--- src/inc/ipf_cfg.svh ---
// ipf_cfg.svh: named offsets, field positions, reset values and codes
// assumes: included by bare name from the package and every design file
`ifndef IPF_CFG_SVH
`define IPF_CFG_SVH

// ----------------------------------------------------------------------
// bus geometry
// ----------------------------------------------------------------------
`define IPF_AXI_AW 8
`define IPF_AXI_DW 32
`define IPF_AXI_SW 4
`define IPF_REG_W 16
`define IPF_WORD_LSB 2
`define IPF_LANE_SHIFT 3

// ----------------------------------------------------------------------
// register offsets (byte addresses)
// ----------------------------------------------------------------------
`define IPF_OFS_EXT1 8'h00
`define IPF_OFS_SER2 8'h04

// ----------------------------------------------------------------------
// priority fields
// ----------------------------------------------------------------------
`define IPF_FLD_W 3
`define IPF_NUM_SRC 4
`define IPF_LSB_EXT1 0
`define IPF_LSB_EXT2 4
`define IPF_LSB_RX2 8
`define IPF_LSB_TX2 12
`define IPF_SRC_EXT1 0
`define IPF_SRC_EXT2 1
`define IPF_SRC_RX2 2
`define IPF_SRC_TX2 3
`define IPF_PRIO_RST 3'h4
`define IPF_PRIO_OFF 3'h0

// ----------------------------------------------------------------------
// bus answers
// ----------------------------------------------------------------------
`define IPF_RESP_OKAY 2'h0
`define IPF_RESP_DECERR 2'h3
`define IPF_ZERO_WORD 32'h0000_0000

`endif

--- src/inc/ipf_pkg.sv ---
// ipf_pkg.sv: types shared by the priority field bank
// assumes: ipf_cfg.svh is on the include path
`include "ipf_cfg.svh"

package ipf_pkg;

  // --------------------------------------------------------------------
  // data types
  // --------------------------------------------------------------------
  typedef logic [`IPF_FLD_W-1:0] ipf_prio_t;
  typedef logic [`IPF_AXI_AW-1:0] ipf_addr_t;

  typedef struct packed {
    ipf_addr_t addr;
    logic [`IPF_AXI_DW-1:0] data;
    logic [`IPF_AXI_SW-1:0] strb;
  } ipf_wr_cmd_t;

  typedef struct packed {
    logic valid;
    ipf_prio_t level;
  } ipf_req_t;

  // --------------------------------------------------------------------
  // state machines
  // --------------------------------------------------------------------
  typedef enum logic [1:0] {
    IPF_WR_IDLE = 2'h0,
    IPF_WR_ADDR = 2'h1,
    IPF_WR_RESP = 2'h3,
    IPF_WR_DATA = 2'h2
  } ipf_wr_state_t;

  typedef enum logic {
    IPF_RD_IDLE = 1'h0,
    IPF_RD_RESP = 1'h1
  } ipf_rd_state_t;

endpackage : ipf_pkg

--- src/rtl/ipf_prio_field.sv ---
// ipf_prio_field.sv: one writable priority field with power-on value
// assumes: wrEn is a one-cycle pulse on clk
`timescale 1ns/1ns
`include "ipf_cfg.svh"

module ipf_prio_field
  import ipf_pkg::*;
#(
  parameter int FieldW = `IPF_FLD_W
)
(
  input wire logic clk,
  input wire logic rst_n,
  input wire logic wrEn,
  input wire logic [FieldW-1:0] wrVal,
  output logic [FieldW-1:0] prio_q
);

  // reset value and level coding are fixed at three bits
  if (FieldW != `IPF_FLD_W)
  begin : g_check
    $error("ipf_prio_field: FieldW must be three");
  end

  // --------------------------------------------------------------------
  // field storage
  // --------------------------------------------------------------------
  // any code is legal: 0 is off, 1..7 are levels, 7 the highest
  always_ff @(posedge clk or negedge rst_n)
  begin
    if (!rst_n)
      prio_q <= `IPF_PRIO_RST;
    else if (wrEn)
      prio_q <= wrVal;
  end

endmodule : ipf_prio_field

--- src/rtl/ipf_prio_regs.sv ---
// ipf_prio_regs.sv: AXI4-Lite bank of priority fields for four sources
// assumes: one clock, srcPend from the same clock, master per AXI4-Lite
`timescale 1ns/1ns
`include "ipf_cfg.svh"

// Function
// - field code 111 means priority 7, the highest level.
// - code 001 means priority 1; codes between map linearly.
// - code 000 disables the source; it is never presented.
// - external-1 register bits 15..3 always read zero.
// - external-1 field in bits 2..0, read/write, resets to 4.
// - external-2 field in bits 6..4 of second register, resets to 4.
module ipf_prio_regs
  import ipf_pkg::*;
(
  input wire logic clk,
  input wire logic rst_n,
  input wire logic [`IPF_AXI_AW-1:0] s_axi_awaddr,
  input wire logic [2:0] s_axi_awprot,
  input wire logic s_axi_awvalid,
  output logic s_axi_awready,
  input wire logic [`IPF_AXI_DW-1:0] s_axi_wdata,
  input wire logic [`IPF_AXI_SW-1:0] s_axi_wstrb,
  input wire logic s_axi_wvalid,
  output logic s_axi_wready,
  output logic [1:0] s_axi_bresp,
  output logic s_axi_bvalid,
  input wire logic s_axi_bready,
  input wire logic [`IPF_AXI_AW-1:0] s_axi_araddr,
  input wire logic [2:0] s_axi_arprot,
  input wire logic s_axi_arvalid,
  output logic s_axi_arready,
  output logic [`IPF_AXI_DW-1:0] s_axi_rdata,
  output logic [1:0] s_axi_rresp,
  output logic s_axi_rvalid,
  input wire logic s_axi_rready,
  input wire logic [`IPF_NUM_SRC-1:0] srcPend,
  output ipf_prio_t [`IPF_NUM_SRC-1:0] srcPriority,
  output ipf_req_t [`IPF_NUM_SRC-1:0] srcReq,
  output logic anyReq
);

  // ----------------------------------------------------------------------
  // decode helpers
  // ----------------------------------------------------------------------
  // word compare only: the low address bits select a byte, not a register
  function automatic logic ipfHit(ipf_addr_t a, ipf_addr_t ofs);
    ipfHit = a[`IPF_AXI_AW-1:`IPF_WORD_LSB] ==
             ofs[`IPF_AXI_AW-1:`IPF_WORD_LSB];
  endfunction : ipfHit

  function automatic logic ipfMapped(ipf_addr_t a);
    ipfMapped = ipfHit(a, `IPF_OFS_EXT1) || ipfHit(a, `IPF_OFS_SER2);
  endfunction : ipfMapped

  // register that holds a given source
  function automatic ipf_addr_t ipfSrcOfs(int idx);
    ipfSrcOfs = (idx == `IPF_SRC_EXT1) ? `IPF_OFS_EXT1 : `IPF_OFS_SER2;
  endfunction : ipfSrcOfs

  // bit position of a given source's field
  function automatic int ipfSrcLsb(int idx);
    unique case (idx)
      `IPF_SRC_EXT1: ipfSrcLsb = `IPF_LSB_EXT1;
      `IPF_SRC_EXT2: ipfSrcLsb = `IPF_LSB_EXT2;
      `IPF_SRC_RX2: ipfSrcLsb = `IPF_LSB_RX2;
      default: ipfSrcLsb = `IPF_LSB_TX2;
    endcase
  endfunction : ipfSrcLsb

  // ----------------------------------------------------------------------
  // declarations
  // ----------------------------------------------------------------------
  ipf_wr_state_t wrState_q;
  ipf_wr_state_t wrState_d;
  ipf_rd_state_t rdState_q;
  ipf_wr_cmd_t wrCmd_q;
  logic wrApply_q;
  logic awReady_q;
  logic wReady_q;
  logic bValid_q;
  logic [1:0] bResp_q;
  logic arReady_q;
  logic rValid_q;
  logic [1:0] rResp_q;
  logic [`IPF_AXI_DW-1:0] rData_q;
  logic awTake;
  logic wTake;
  logic arTake;
  logic [`IPF_NUM_SRC-1:0] fldWe;
  ipf_prio_t [`IPF_NUM_SRC-1:0] fldWrVal;
  ipf_prio_t [`IPF_NUM_SRC-1:0] fldPrio;
  logic [`IPF_REG_W-1:0] ext1Word;
  logic [`IPF_REG_W-1:0] ser2Word;

  assign awTake = s_axi_awvalid && awReady_q;
  assign wTake = s_axi_wvalid && wReady_q;
  assign arTake = s_axi_arvalid && arReady_q;

  // ----------------------------------------------------------------------
  // write channel state
  // ----------------------------------------------------------------------
  // address and data are taken in either order; the answer follows both
  always_comb
  begin
    wrState_d = wrState_q;
    unique case (wrState_q)
      IPF_WR_IDLE:
      begin
        if (awTake && wTake)
          wrState_d = IPF_WR_RESP;
        else if (awTake)
          wrState_d = IPF_WR_ADDR;
        else if (wTake)
          wrState_d = IPF_WR_DATA;
      end
      IPF_WR_ADDR:
      begin
        if (wTake)
          wrState_d = IPF_WR_RESP;
      end
      IPF_WR_DATA:
      begin
        if (awTake)
          wrState_d = IPF_WR_RESP;
      end
      IPF_WR_RESP:
      begin
        if (s_axi_bready)
          wrState_d = IPF_WR_IDLE;
      end
    endcase
  end

  always_ff @(posedge clk or negedge rst_n)
  begin
    if (!rst_n)
      wrState_q <= IPF_WR_IDLE;
    else
      wrState_q <= wrState_d;
  end

  // readies are registered from the next state so no output is a gate
  always_ff @(posedge clk or negedge rst_n)
  begin
    if (!rst_n)
    begin
      awReady_q <= 1'b0;
      wReady_q <= 1'b0;
    end
    else
    begin
      awReady_q <= (wrState_d == IPF_WR_IDLE) || (wrState_d == IPF_WR_DATA);
      wReady_q <= (wrState_d == IPF_WR_IDLE) || (wrState_d == IPF_WR_ADDR);
    end
  end

  always_ff @(posedge clk or negedge rst_n)
  begin
    if (!rst_n)
      wrCmd_q <= '0;
    else
    begin
      if (awTake)
        wrCmd_q.addr <= s_axi_awaddr;
      if (wTake)
      begin
        wrCmd_q.data <= s_axi_wdata;
        wrCmd_q.strb <= s_axi_wstrb;
      end
    end
  end

  // fields change one edge after the answer is raised; a read can not
  // be issued against that write any earlier than the same edge
  always_ff @(posedge clk or negedge rst_n)
  begin
    if (!rst_n)
      wrApply_q <= 1'b0;
    else
      wrApply_q <= (wrState_q != IPF_WR_RESP) && (wrState_d == IPF_WR_RESP);
  end

  // ----------------------------------------------------------------------
  // write response
  // ----------------------------------------------------------------------
  always_ff @(posedge clk or negedge rst_n)
  begin
    if (!rst_n)
    begin
      bValid_q <= 1'b0;
      bResp_q <= `IPF_RESP_OKAY;
    end
    else if (wrState_q != IPF_WR_RESP && wrState_d == IPF_WR_RESP)
    begin
      bValid_q <= 1'b1;
      bResp_q <= ipfMapped(awTake ? s_axi_awaddr : wrCmd_q.addr)
                 ? `IPF_RESP_OKAY : `IPF_RESP_DECERR;
    end
    else if (bValid_q && s_axi_bready)
      bValid_q <= 1'b0;
  end

  // ----------------------------------------------------------------------
  // field write enables
  // ----------------------------------------------------------------------
  // a field moves only when its byte lane is strobed
  always_comb
  begin
    for (int i = 0; i < `IPF_NUM_SRC; i++)
    begin
      fldWe[i] = wrApply_q && ipfHit(wrCmd_q.addr, ipfSrcOfs(i)) &&
                 wrCmd_q.strb[ipfSrcLsb(i) >> `IPF_LANE_SHIFT];
      fldWrVal[i] = wrCmd_q.data[ipfSrcLsb(i) +: `IPF_FLD_W];
    end
  end

  // ----------------------------------------------------------------------
  // priority fields
  // ----------------------------------------------------------------------
  for (genvar g = 0; g < `IPF_NUM_SRC; g++)
  begin : g_fld
    ipf_prio_field #(
      .FieldW(`IPF_FLD_W)
    ) u_fld (
      .clk(clk),
      .rst_n(rst_n),
      .wrEn(fldWe[g]),
      .wrVal(fldWrVal[g]),
      .prio_q(fldPrio[g])
    );
  end

  assign srcPriority = fldPrio;

  // ----------------------------------------------------------------------
  // read-back words
  // ----------------------------------------------------------------------
  // unimplemented bits are held at zero by construction
  always_comb
  begin
    ext1Word = '0;
    ext1Word[`IPF_LSB_EXT1 +: `IPF_FLD_W] = fldPrio[`IPF_SRC_EXT1];
    ser2Word = '0;
    ser2Word[`IPF_LSB_EXT2 +: `IPF_FLD_W] = fldPrio[`IPF_SRC_EXT2];
    ser2Word[`IPF_LSB_RX2 +: `IPF_FLD_W] = fldPrio[`IPF_SRC_RX2];
    ser2Word[`IPF_LSB_TX2 +: `IPF_FLD_W] = fldPrio[`IPF_SRC_TX2];
  end

  // ----------------------------------------------------------------------
  // read channel
  // ----------------------------------------------------------------------
  always_ff @(posedge clk or negedge rst_n)
  begin
    if (!rst_n)
      rdState_q <= IPF_RD_IDLE;
    else
    begin
      unique case (rdState_q)
        IPF_RD_IDLE:
        begin
          if (arTake)
            rdState_q <= IPF_RD_RESP;
        end
        IPF_RD_RESP:
        begin
          if (s_axi_rready)
            rdState_q <= IPF_RD_IDLE;
        end
      endcase
    end
  end

  always_ff @(posedge clk or negedge rst_n)
  begin
    if (!rst_n)
      arReady_q <= 1'b0;
    else if (arTake)
      arReady_q <= 1'b0;
    else
      arReady_q <= !rValid_q || s_axi_rready;
  end

  // unmapped reads answer with zero data and a decode error
  always_ff @(posedge clk or negedge rst_n)
  begin
    if (!rst_n)
    begin
      rValid_q <= 1'b0;
      rResp_q <= `IPF_RESP_OKAY;
      rData_q <= `IPF_ZERO_WORD;
    end
    else if (arTake)
    begin
      rValid_q <= 1'b1;
      rData_q <= `IPF_ZERO_WORD;
      rResp_q <= `IPF_RESP_OKAY;
      if (ipfHit(s_axi_araddr, `IPF_OFS_EXT1))
        rData_q[`IPF_REG_W-1:0] <= ext1Word;
      else if (ipfHit(s_axi_araddr, `IPF_OFS_SER2))
        rData_q[`IPF_REG_W-1:0] <= ser2Word;
      else
        rResp_q <= `IPF_RESP_DECERR;
    end
    else if ((rdState_q == IPF_RD_RESP) && s_axi_rready)
      rValid_q <= 1'b0;
  end

  // ----------------------------------------------------------------------
  // source presentation
  // ----------------------------------------------------------------------
  // arbitration lives elsewhere; a disabled source is masked here
  ipf_src_gate #(
    .NumSrc(`IPF_NUM_SRC)
  ) u_gate (
    .clk(clk),
    .rst_n(rst_n),
    .srcPend(srcPend),
    .prio(fldPrio),
    .req_q(srcReq),
    .anyReq_q(anyReq)
  );

  // ----------------------------------------------------------------------
  // bus outputs
  // ----------------------------------------------------------------------
  assign s_axi_awready = awReady_q;
  assign s_axi_wready = wReady_q;
  assign s_axi_bvalid = bValid_q;
  assign s_axi_bresp = bResp_q;
  assign s_axi_arready = arReady_q;
  assign s_axi_rvalid = rValid_q;
  assign s_axi_rresp = rResp_q;
  assign s_axi_rdata = rData_q;

endmodule : ipf_prio_regs

--- src/rtl/ipf_src_gate.sv ---
// ipf_src_gate.sv: presents pending sources with their priority level
// assumes: srcPend comes from logic on clk, so it is not synchronised
`timescale 1ns/1ns
`include "ipf_cfg.svh"

module ipf_src_gate
  import ipf_pkg::*;
#(
  parameter int NumSrc = `IPF_NUM_SRC
)
(
  input wire logic clk,
  input wire logic rst_n,
  input wire logic [NumSrc-1:0] srcPend,
  input wire ipf_prio_t [NumSrc-1:0] prio,
  output ipf_req_t [NumSrc-1:0] req_q,
  output logic anyReq_q
);

  if (NumSrc < 1)
  begin : g_check
    $error("ipf_src_gate: NumSrc must be at least one");
  end

  logic [NumSrc-1:0] live;

  // --------------------------------------------------------------------
  // gating
  // --------------------------------------------------------------------
  always_comb
  begin
    for (int i = 0; i < NumSrc; i++)
      live[i] = srcPend[i] && (prio[i] != `IPF_PRIO_OFF);
  end

  // level passes unchanged: code n is level n, 7 highest
  always_ff @(posedge clk or negedge rst_n)
  begin
    if (!rst_n)
    begin
      req_q <= '0;
      anyReq_q <= 1'b0;
    end
    else
    begin
      for (int i = 0; i < NumSrc; i++)
      begin
        req_q[i].valid <= live[i];
        req_q[i].level <= live[i] ? prio[i] : `IPF_PRIO_OFF;
      end
      anyReq_q <= |live;
    end
  end

endmodule : ipf_src_gate

--- config.mk ---
export PLATFORM = sky130hd
export DESIGN_NAME = ipf_prio_regs
export DESIGN_NICKNAME = d
export VERILOG_FILES = /design/src/inc/ipf_pkg.sv /design/src/rtl/ipf_prio_field.sv /design/src/rtl/ipf_prio_regs.sv /design/src/rtl/ipf_src_gate.sv
export VERILOG_INCLUDE_DIRS = /design/src /design/src/inc
export SDC_FILE = /design/constraint.sdc
export NUM_CORES = 1
export LEC_CHECK = 0
export BUFFER_PORTS_ARGS = -buffer_cell sky130_fd_sc_hd__buf_2
export CORE_UTILIZATION = 41
export DETAILED_ROUTE_END_ITERATION = 10
export GPL_TIMING_DRIVEN = 0
export PLACE_DENSITY_LB_ADDON = 0.3
export SYNTH_ARGS = -nofsm -noshare
export SYNTH_HDL_FRONTEND = slang
export SYNTH_SLANG_ARGS = --single-unit
--- constraint.sdc ---
create_clock -name clk -period 1.7 [get_ports clk]
set_clock_uncertainty 0.2 [all_clocks]
set_input_delay 0.255 -clock clk [delete_from_list [all_inputs] [get_ports clk]]
set_output_delay 0.255 -clock clk [all_outputs]
set_load 0.005 [all_outputs]
==> impl_metrics.py, run 1 <==
metrics = {
    "floorplan": {
        "initial_core_util_pct": 43.5,
        "coreArea_um2": 6490,
        "ioPinCount": 139,
        "die_y_um": 85.0,
        "die_x_um": 85.0,
        "rows": 29,
        "die_area_um2": 7230,
    },
    "global_routing": {
        "grt.total_usage_pct": 16.9,
        "grt_overflow": 0,
        "grt_max_degree": 73,
        "antenna_found_initial": 0,
        "grt_pass1_wl_mm": 9.33,
        "grt_pass1_vias": 1991,
    },
    "logic_synthesis": {
        "synthArstFlopShare_pct": 100,
        "synthAdderAreaFrac_pct": 0,
        "synthMuxAreaShare_pct": 13.1,
        "synth_xor_area_share_pct": 0,
        "ys.warnings.count": 0,
        "ys_seq_area_share_pct": 63.9,
        "yosys.area_share.simple_pct": 9.16,
        "synthDistinctLibCells": 30,
        "syn_inst": 197,
        "synth_seq_cells": 72,
        "synth_compound_area_share_pct": 6.91,
        "avgSynthCellArea_um2": 14.3,
        "synth_area_um2": 2830,
        "synth-edff-count": 0,
        "ys.flop_type": "dfrtp_1",
        "synth_top_family_by_area": "multiplexers",
    },
    "cells_and_area": {
        "final_common_cell": "buf_2",
        "syn_to_final_growth_pct": 42.0,
        "finalInstanceArea_um2": 4010,
        "num_antenna_cells": 0,
        "final_cell_mix": "buf_2 (85), dfrtp_1 (68), dlygate4sd3_1 (28)",
        "drive_above_1_share_pct": 49.6,
        "nets": 413,
    },
    "routing": {
        "via_per_inst": 4.69,
        "drc": 0,
        "num_vias": 1996,
        "drt_iter0_markers": 52,
        "ant_nets": 0,
        "first_pass_iters": 4,
        "routedWlPerCell_um": 13.4,
        "drt-total-wl_mm": 5.71,
    },
    "clock_network": {
        "cts-root-buf": "clkbuf_8",
        "tritoncts": "built",
        "worst_skew_pair.late_latency_ns": 0.33,
        "cts.clk_slew.worst_paths_ns": 0.08,
        "cts_buffer_depth": 2,
        "numCtsBuffers": 9,
        "clock_sinks": 72,
        "htree_levels": 3,
    },
    "sta": {
        "fmax_mhz": 521,
        "slew_headroom_pct": 40.9,
        "setup_ws_ns": -0.219,
        "hold_viol": 0,
        "min_period_over_period_pct": 113,
        "hold_ws_ns": 0.0448,
        "worst_pin_slew_ns": 0.886,
        "tns_ns": -2.09,
        "final-max-slew-violation-count": 0,
        "rsz0062_at_grt": "true",
        "fin_crit_ns": 1.92,
        "setup_viol_count_final": 12,
    },
    "power": {
        "leakagePower_nw": 2.12,
        "peakVddDrop_uv": 869,
        "p_per_area_nw_per_um2": 1370,
    },
    "worst_setup_path": {
        "worstSetupStartpointType": "flip-flop",
        "critical_path_arrival_ns": 1.93,
        "critPathMaxFanout": 6,
        "critPathCaptureType": "flip-flop",
        "crit_required_ns": 1.72,
        "r2r_cells": 4,
        "path_class": "flip-flop to flip-flop",
    },
    "hold_path": {
        "min_path_cells": 3,
        "hp-class": "input port to flip-flop",
    },
    "place": {
        "io_buffers": 86,
        "place_hpwl_mm": 3.90,
        "placed_area_um2": 3450,
        "place.gp.congestion": 0.721,
    },
    "flow_run": {
        "drv_cap": 0,
    },
    "run_status": {
        "violations": "setup timing",
        "outcome": "complete, but fails checks",
    },
}
[critical path: stages (launching register included)]
cell and delay [ns]:
dfrtp_1 0.40, or4_4 0.59, nor3_4 0.17, buf_12 0.15, mux2_4 0.29
[path summary, 6_finish.rpt]
check,from,endpoint,slack (ns)
setup / recovery,wrCmd_q[43],g_fld[3].u_fld.prio_q[1],-0.22
hold / removal,s_axi_araddr[6],s_axi_rresp[0],0.04
setup reg to reg,wrCmd_q[43],g_fld[3].u_fld.prio_q[1],-0.22
hold reg to reg,rdState_q,rdState_q,0.28
max in group asynchronous,rst_n,s_axi_rdata[14],0.34
min in group asynchronous,rst_n,fldWrVal[8],0.38
[synthesized netlist by cell type (all sizes together), types with 2 or more instances]
master,n,share of area [%]
a21oi,4,0.71
a22o,12,3.7
and2,13,2.9
buf,23,6.0
dfrtp,68,60
dfstp,4,3.7
inv,5,0.66
mux2,32,13
nand2,8,1.1
nor3,3,1.1
nor4,3,0.89
o31a,4,1.2
o31ai,2,0.53
or3,2,0.44
or4,4,1.3
[where the power goes]
part | leakage, nW | switching, W | internal (W)
sequential | 0.913 | 0.000421 | 0.00231
combinational | 1.10 | 0.000587 | 0.000879
clock | 0.106 | 0.000616 | 0.000710
[repair_timing]
item	CTS	global route
buffers inserted	2	2
setup endpoints to repair	22	25
hold endpoints to repair	113	0
pin swaps	2	3
hold buffers	28	0
gates resized for setup	4	9
[per-layer routing]
layer | GRT usage, % | routed length, um
met4 | 8.32 | 80
met1 | 20.7 | 2490
met5 | 0 | 0
met3 | 3.99 | 299
met2 | 28.1 | 2840
[sequential cells by signal, summed over array words and instances, names as in the netlist, 2 cells and up]
signal	cells
fldWrVal	12
g_fld.u_fld.prio_q	12
s_axi_rdata	12
u_gate.req_q	16
wrCmd_q	8
wrState_q	2
[logic make-up after synthesis]
kind of cell | Yosys count
AO/OA/AOI/OAI | 25
other | 1
multiplexers | 33
buffers and inverters | 29
AND/OR/NAND/NOR | 37
flip-flops | 72
[cell type report]
class                   instances  area [um2]
fillers                       526        2480
flip-flops and latches         72        1810
multi-input cells             115         970
repair buffers                118         756
plain buffers                  23         170
clock buffers                  10         138
well taps                      77        96.3
clock inverters                 6        58.8
inverters                       5        18.8
[per-stage QoR]
step                      instances  util (%)  setup WS, ns  power [W]
final                           426      61.8        -0.219    0.00552
after global routing            426      61.8        -0.267    0.00587
after CTS                       424      61.1        -0.269    0.00554
after detailed placement        379      53.2        -0.271    0.00411
after global placement          379      53.1        -0.256    0.00403
after floorplan                 216         -        -0.146    0.00350
Note: power is estimated with default switching activity, not from simulation.
==> run 2: changes to the inputs <==
SETUP_SLACK_MARGIN = 0.1   (was not set)
SLEW_MARGIN = 20   (was not set)
==> run 2 against run 1 <==
  * The run still ends with setup timing left
  * Combinational power is 5% higher
  * Critical path type unchanged
  * Hold slack better by 0.017 ns
  * Register-to-register slack hardly changed
  * Final area is 3.0% higher
  * Largest cell class unchanged
  * Highest routed layer unchanged
==> impl_metrics.py, run 2 (synthesized netlist as in run 1, its figures left out) <==
metrics = {
    "cells_and_area": {
        "largest_reg_flops": 16,
        "syn_to_final_growth_pct": 46.3,
        "drive_above_1_share_pct": 51.3,
        "num_antenna_cells": 0,
        "largest-register": "u_gate.req_q",
        "final_cell_mix": "buf_2 (85), dfrtp_1 (67), buf_4 (30)",
        "nets": 419,
        "fill_cells": 511,
        "final_common_cell": "buf_2",
    },
    "clock_network": {
        "cts-root-buf": "clkbuf_8",
        "htree_levels": 3,
        "clock_sinks": 72,
        "worst_skew_pair.late_latency_ns": 0.34,
        "cts_buffer_depth": 2,
        "cts.clk_slew.worst_paths_ns": 0.07,
        "numCtsBuffers": 9,
        "tritoncts": "built",
    },
    "power": {
        "seqPwrFrac_pct": 45.7,
        "power_frac_comb_pct": 26.2,
        "peakVddDrop_uv": 1120,
        "switching_power_w": 0.00161,
        "finalPower_w": 0.00591,
        "leakagePower_nw": 2.17,
        "p_clk_share_pct": 28.0,
        "p_per_area_nw_per_um2": 1430,
        "swShare_pct": 27.3,
        "p_int_w": 0.00429,
    },
    "hold_path": {
        "hp-class": "input port to flip-flop",
    },
    "sta": {
        "setup_ws_ns": -0.227,
        "final-max-slew-violation-count": 0,
        "rsz0062_at_grt": "true",
        "fmax_mhz": 519,
        "tns_ns": -2.14,
        "setup_viol_count_final": 12,
        "hold_viol": 0,
        "fin_crit_ns": 1.93,
        "min_period_over_period_pct": 113,
    },
    "worst_setup_path": {
        "worstPathCellList": "or4_4, nor3_4, buf_6, mux2_4",
        "critPathMaxFanout": 6,
        "path_buf_inv": 1,
        "path_class": "flip-flop to flip-flop",
        "critPathCaptureType": "flip-flop",
        "crit_required_ns": 1.72,
        "cpPeakStageDelay_ns": 0.59,
        "cp_top_family": "simple AND/OR/NAND/NOR gates",
        "crit_slowest_cell": "or4_4",
        "critical_path_arrival_ns": 1.95,
        "worstSetupStartpointType": "flip-flop",
    },
    "global_routing": {
        "grt_pass1_wl_mm": 9.27,
        "grt.total_usage_pct": 17.0,
        "antenna_found_initial": 0,
        "grt_pass1_vias": 1918,
        "grt_max_degree": 45,
        "grt_overflow": 0,
    },
    "run_status": {
        "violations": "setup timing",
        "outcome": "complete, but fails checks",
    },
    "floorplan": {
        "initial_core_util_pct": 43.5,
        "die_area_um2": 7230,
        "ioPinCount": 139,
        "die_y_um": 85.0,
        "die_x_um": 85.0,
        "coreArea_um2": 6490,
        "rows": 29,
    },
    "place": {
        "io_buffers": 86,
        "place_hpwl_mm": 3.86,
        "place.gp.congestion": 0.765,
    },
    "routing": {
        "routedWlPerCell_um": 13.1,
        "via_per_inst": 4.57,
        "ant_nets": 0,
        "drt_iter0_markers": 52,
        "first_pass_iters": 4,
        "drt-total-wl_mm": 5.64,
        "num_vias": 1974,
        "drc": 0,
    },
    "flow_run": {
        "drv_cap": 0,
    },
}
[run 2: changes by cell type in the layout (fill, tap and decap cells not counted), moves of 2 or more]
cell       previous run  this run
buf_4                26        30
clkinv_2              4         1
mux2_2               20        23
mux2_4               12         9
bufinv_16             1         3
[run 2: layout make-up]
type / count / area, um2 / share of cell area, %
clock inverters: 5 / 103 / 2.48
repair buffers: 123 / 805 / 19.5
multi-input cells: 115 / 976 / 23.6
plain buffers: 24 / 178 / 4.30
flip-flops and latches: 72 / 1810 / 43.7
clock buffers: 11 / 151 / 3.66
well taps: 77 / 96.3 / 2.33
inverters: 5 / 18.8 / 0.454
[run 2: tightest hold or removal path: cells and delay by family]
| kind | cells | cell delay, ns |
|---|---|---|
| buf+inv | 1 | 0.14 |
| simple gates | 2 | 0.16 |
[run 2: path summary, 6_finish.rpt]
check	from	endpoint	slack, ns	depth (start not counted)
max reg2reg	wrCmd_q[43]	g_fld[3].u_fld.prio_q[0]	-0.23	4
max	wrCmd_q[43]	g_fld[3].u_fld.prio_q[0]	-0.23	4
min in group asynchronous	rst_n	u_gate.req_q[9]	0.19	2
min	s_axi_araddr[6]	s_axi_rresp[0]	0.06	3
max in group asynchronous	rst_n	g_fld[3].u_fld.prio_q[2]	0.52	3
min reg2reg	rdState_q	rdState_q	0.28	1
[run 2: metrics by stage]
step	std cells	hold WS [ns]	setup WS, ns	instance area (um2)	util (%)
after floorplan	216	-0.241	-0.146	2920	-
after global placement	379	0.260	-0.242	3450	53.1
after detailed placement	380	0.00394	-0.284	3480	53.6
after CTS	426	0.0242	-0.265	4060	62.5
after global routing	432	0.0571	-0.273	4140	63.7
final	432	0.0616	-0.227	4140	63.7
[run 2: power groups by stage]
stage                     Clock [W]  Sequential, W  Combinational, W
after floorplan                   0        0.00266          0.000843
final                       0.00166        0.00270           0.00155
after CTS                   0.00170        0.00271           0.00145
after global placement            0        0.00272           0.00132
after global routing        0.00178        0.00277           0.00171
after detailed placement          0        0.00273           0.00136
[run 2: repair_timing]
item	4_1_cts	5_1_grt
buffers inserted	2	6
endpoints found under the hold margin	113	0
pin swaps	3	3
endpoints found under the setup margin	36	27
hold buffers	28	0
gates resized for setup	8	8
[run 2: per-layer routing]
metal	GRT usage (%)	part of all wire, %
met1	21.5	44
met2	27.2	49
met3	4.47	5.6
met4	8.32	1.3
met5	0	0
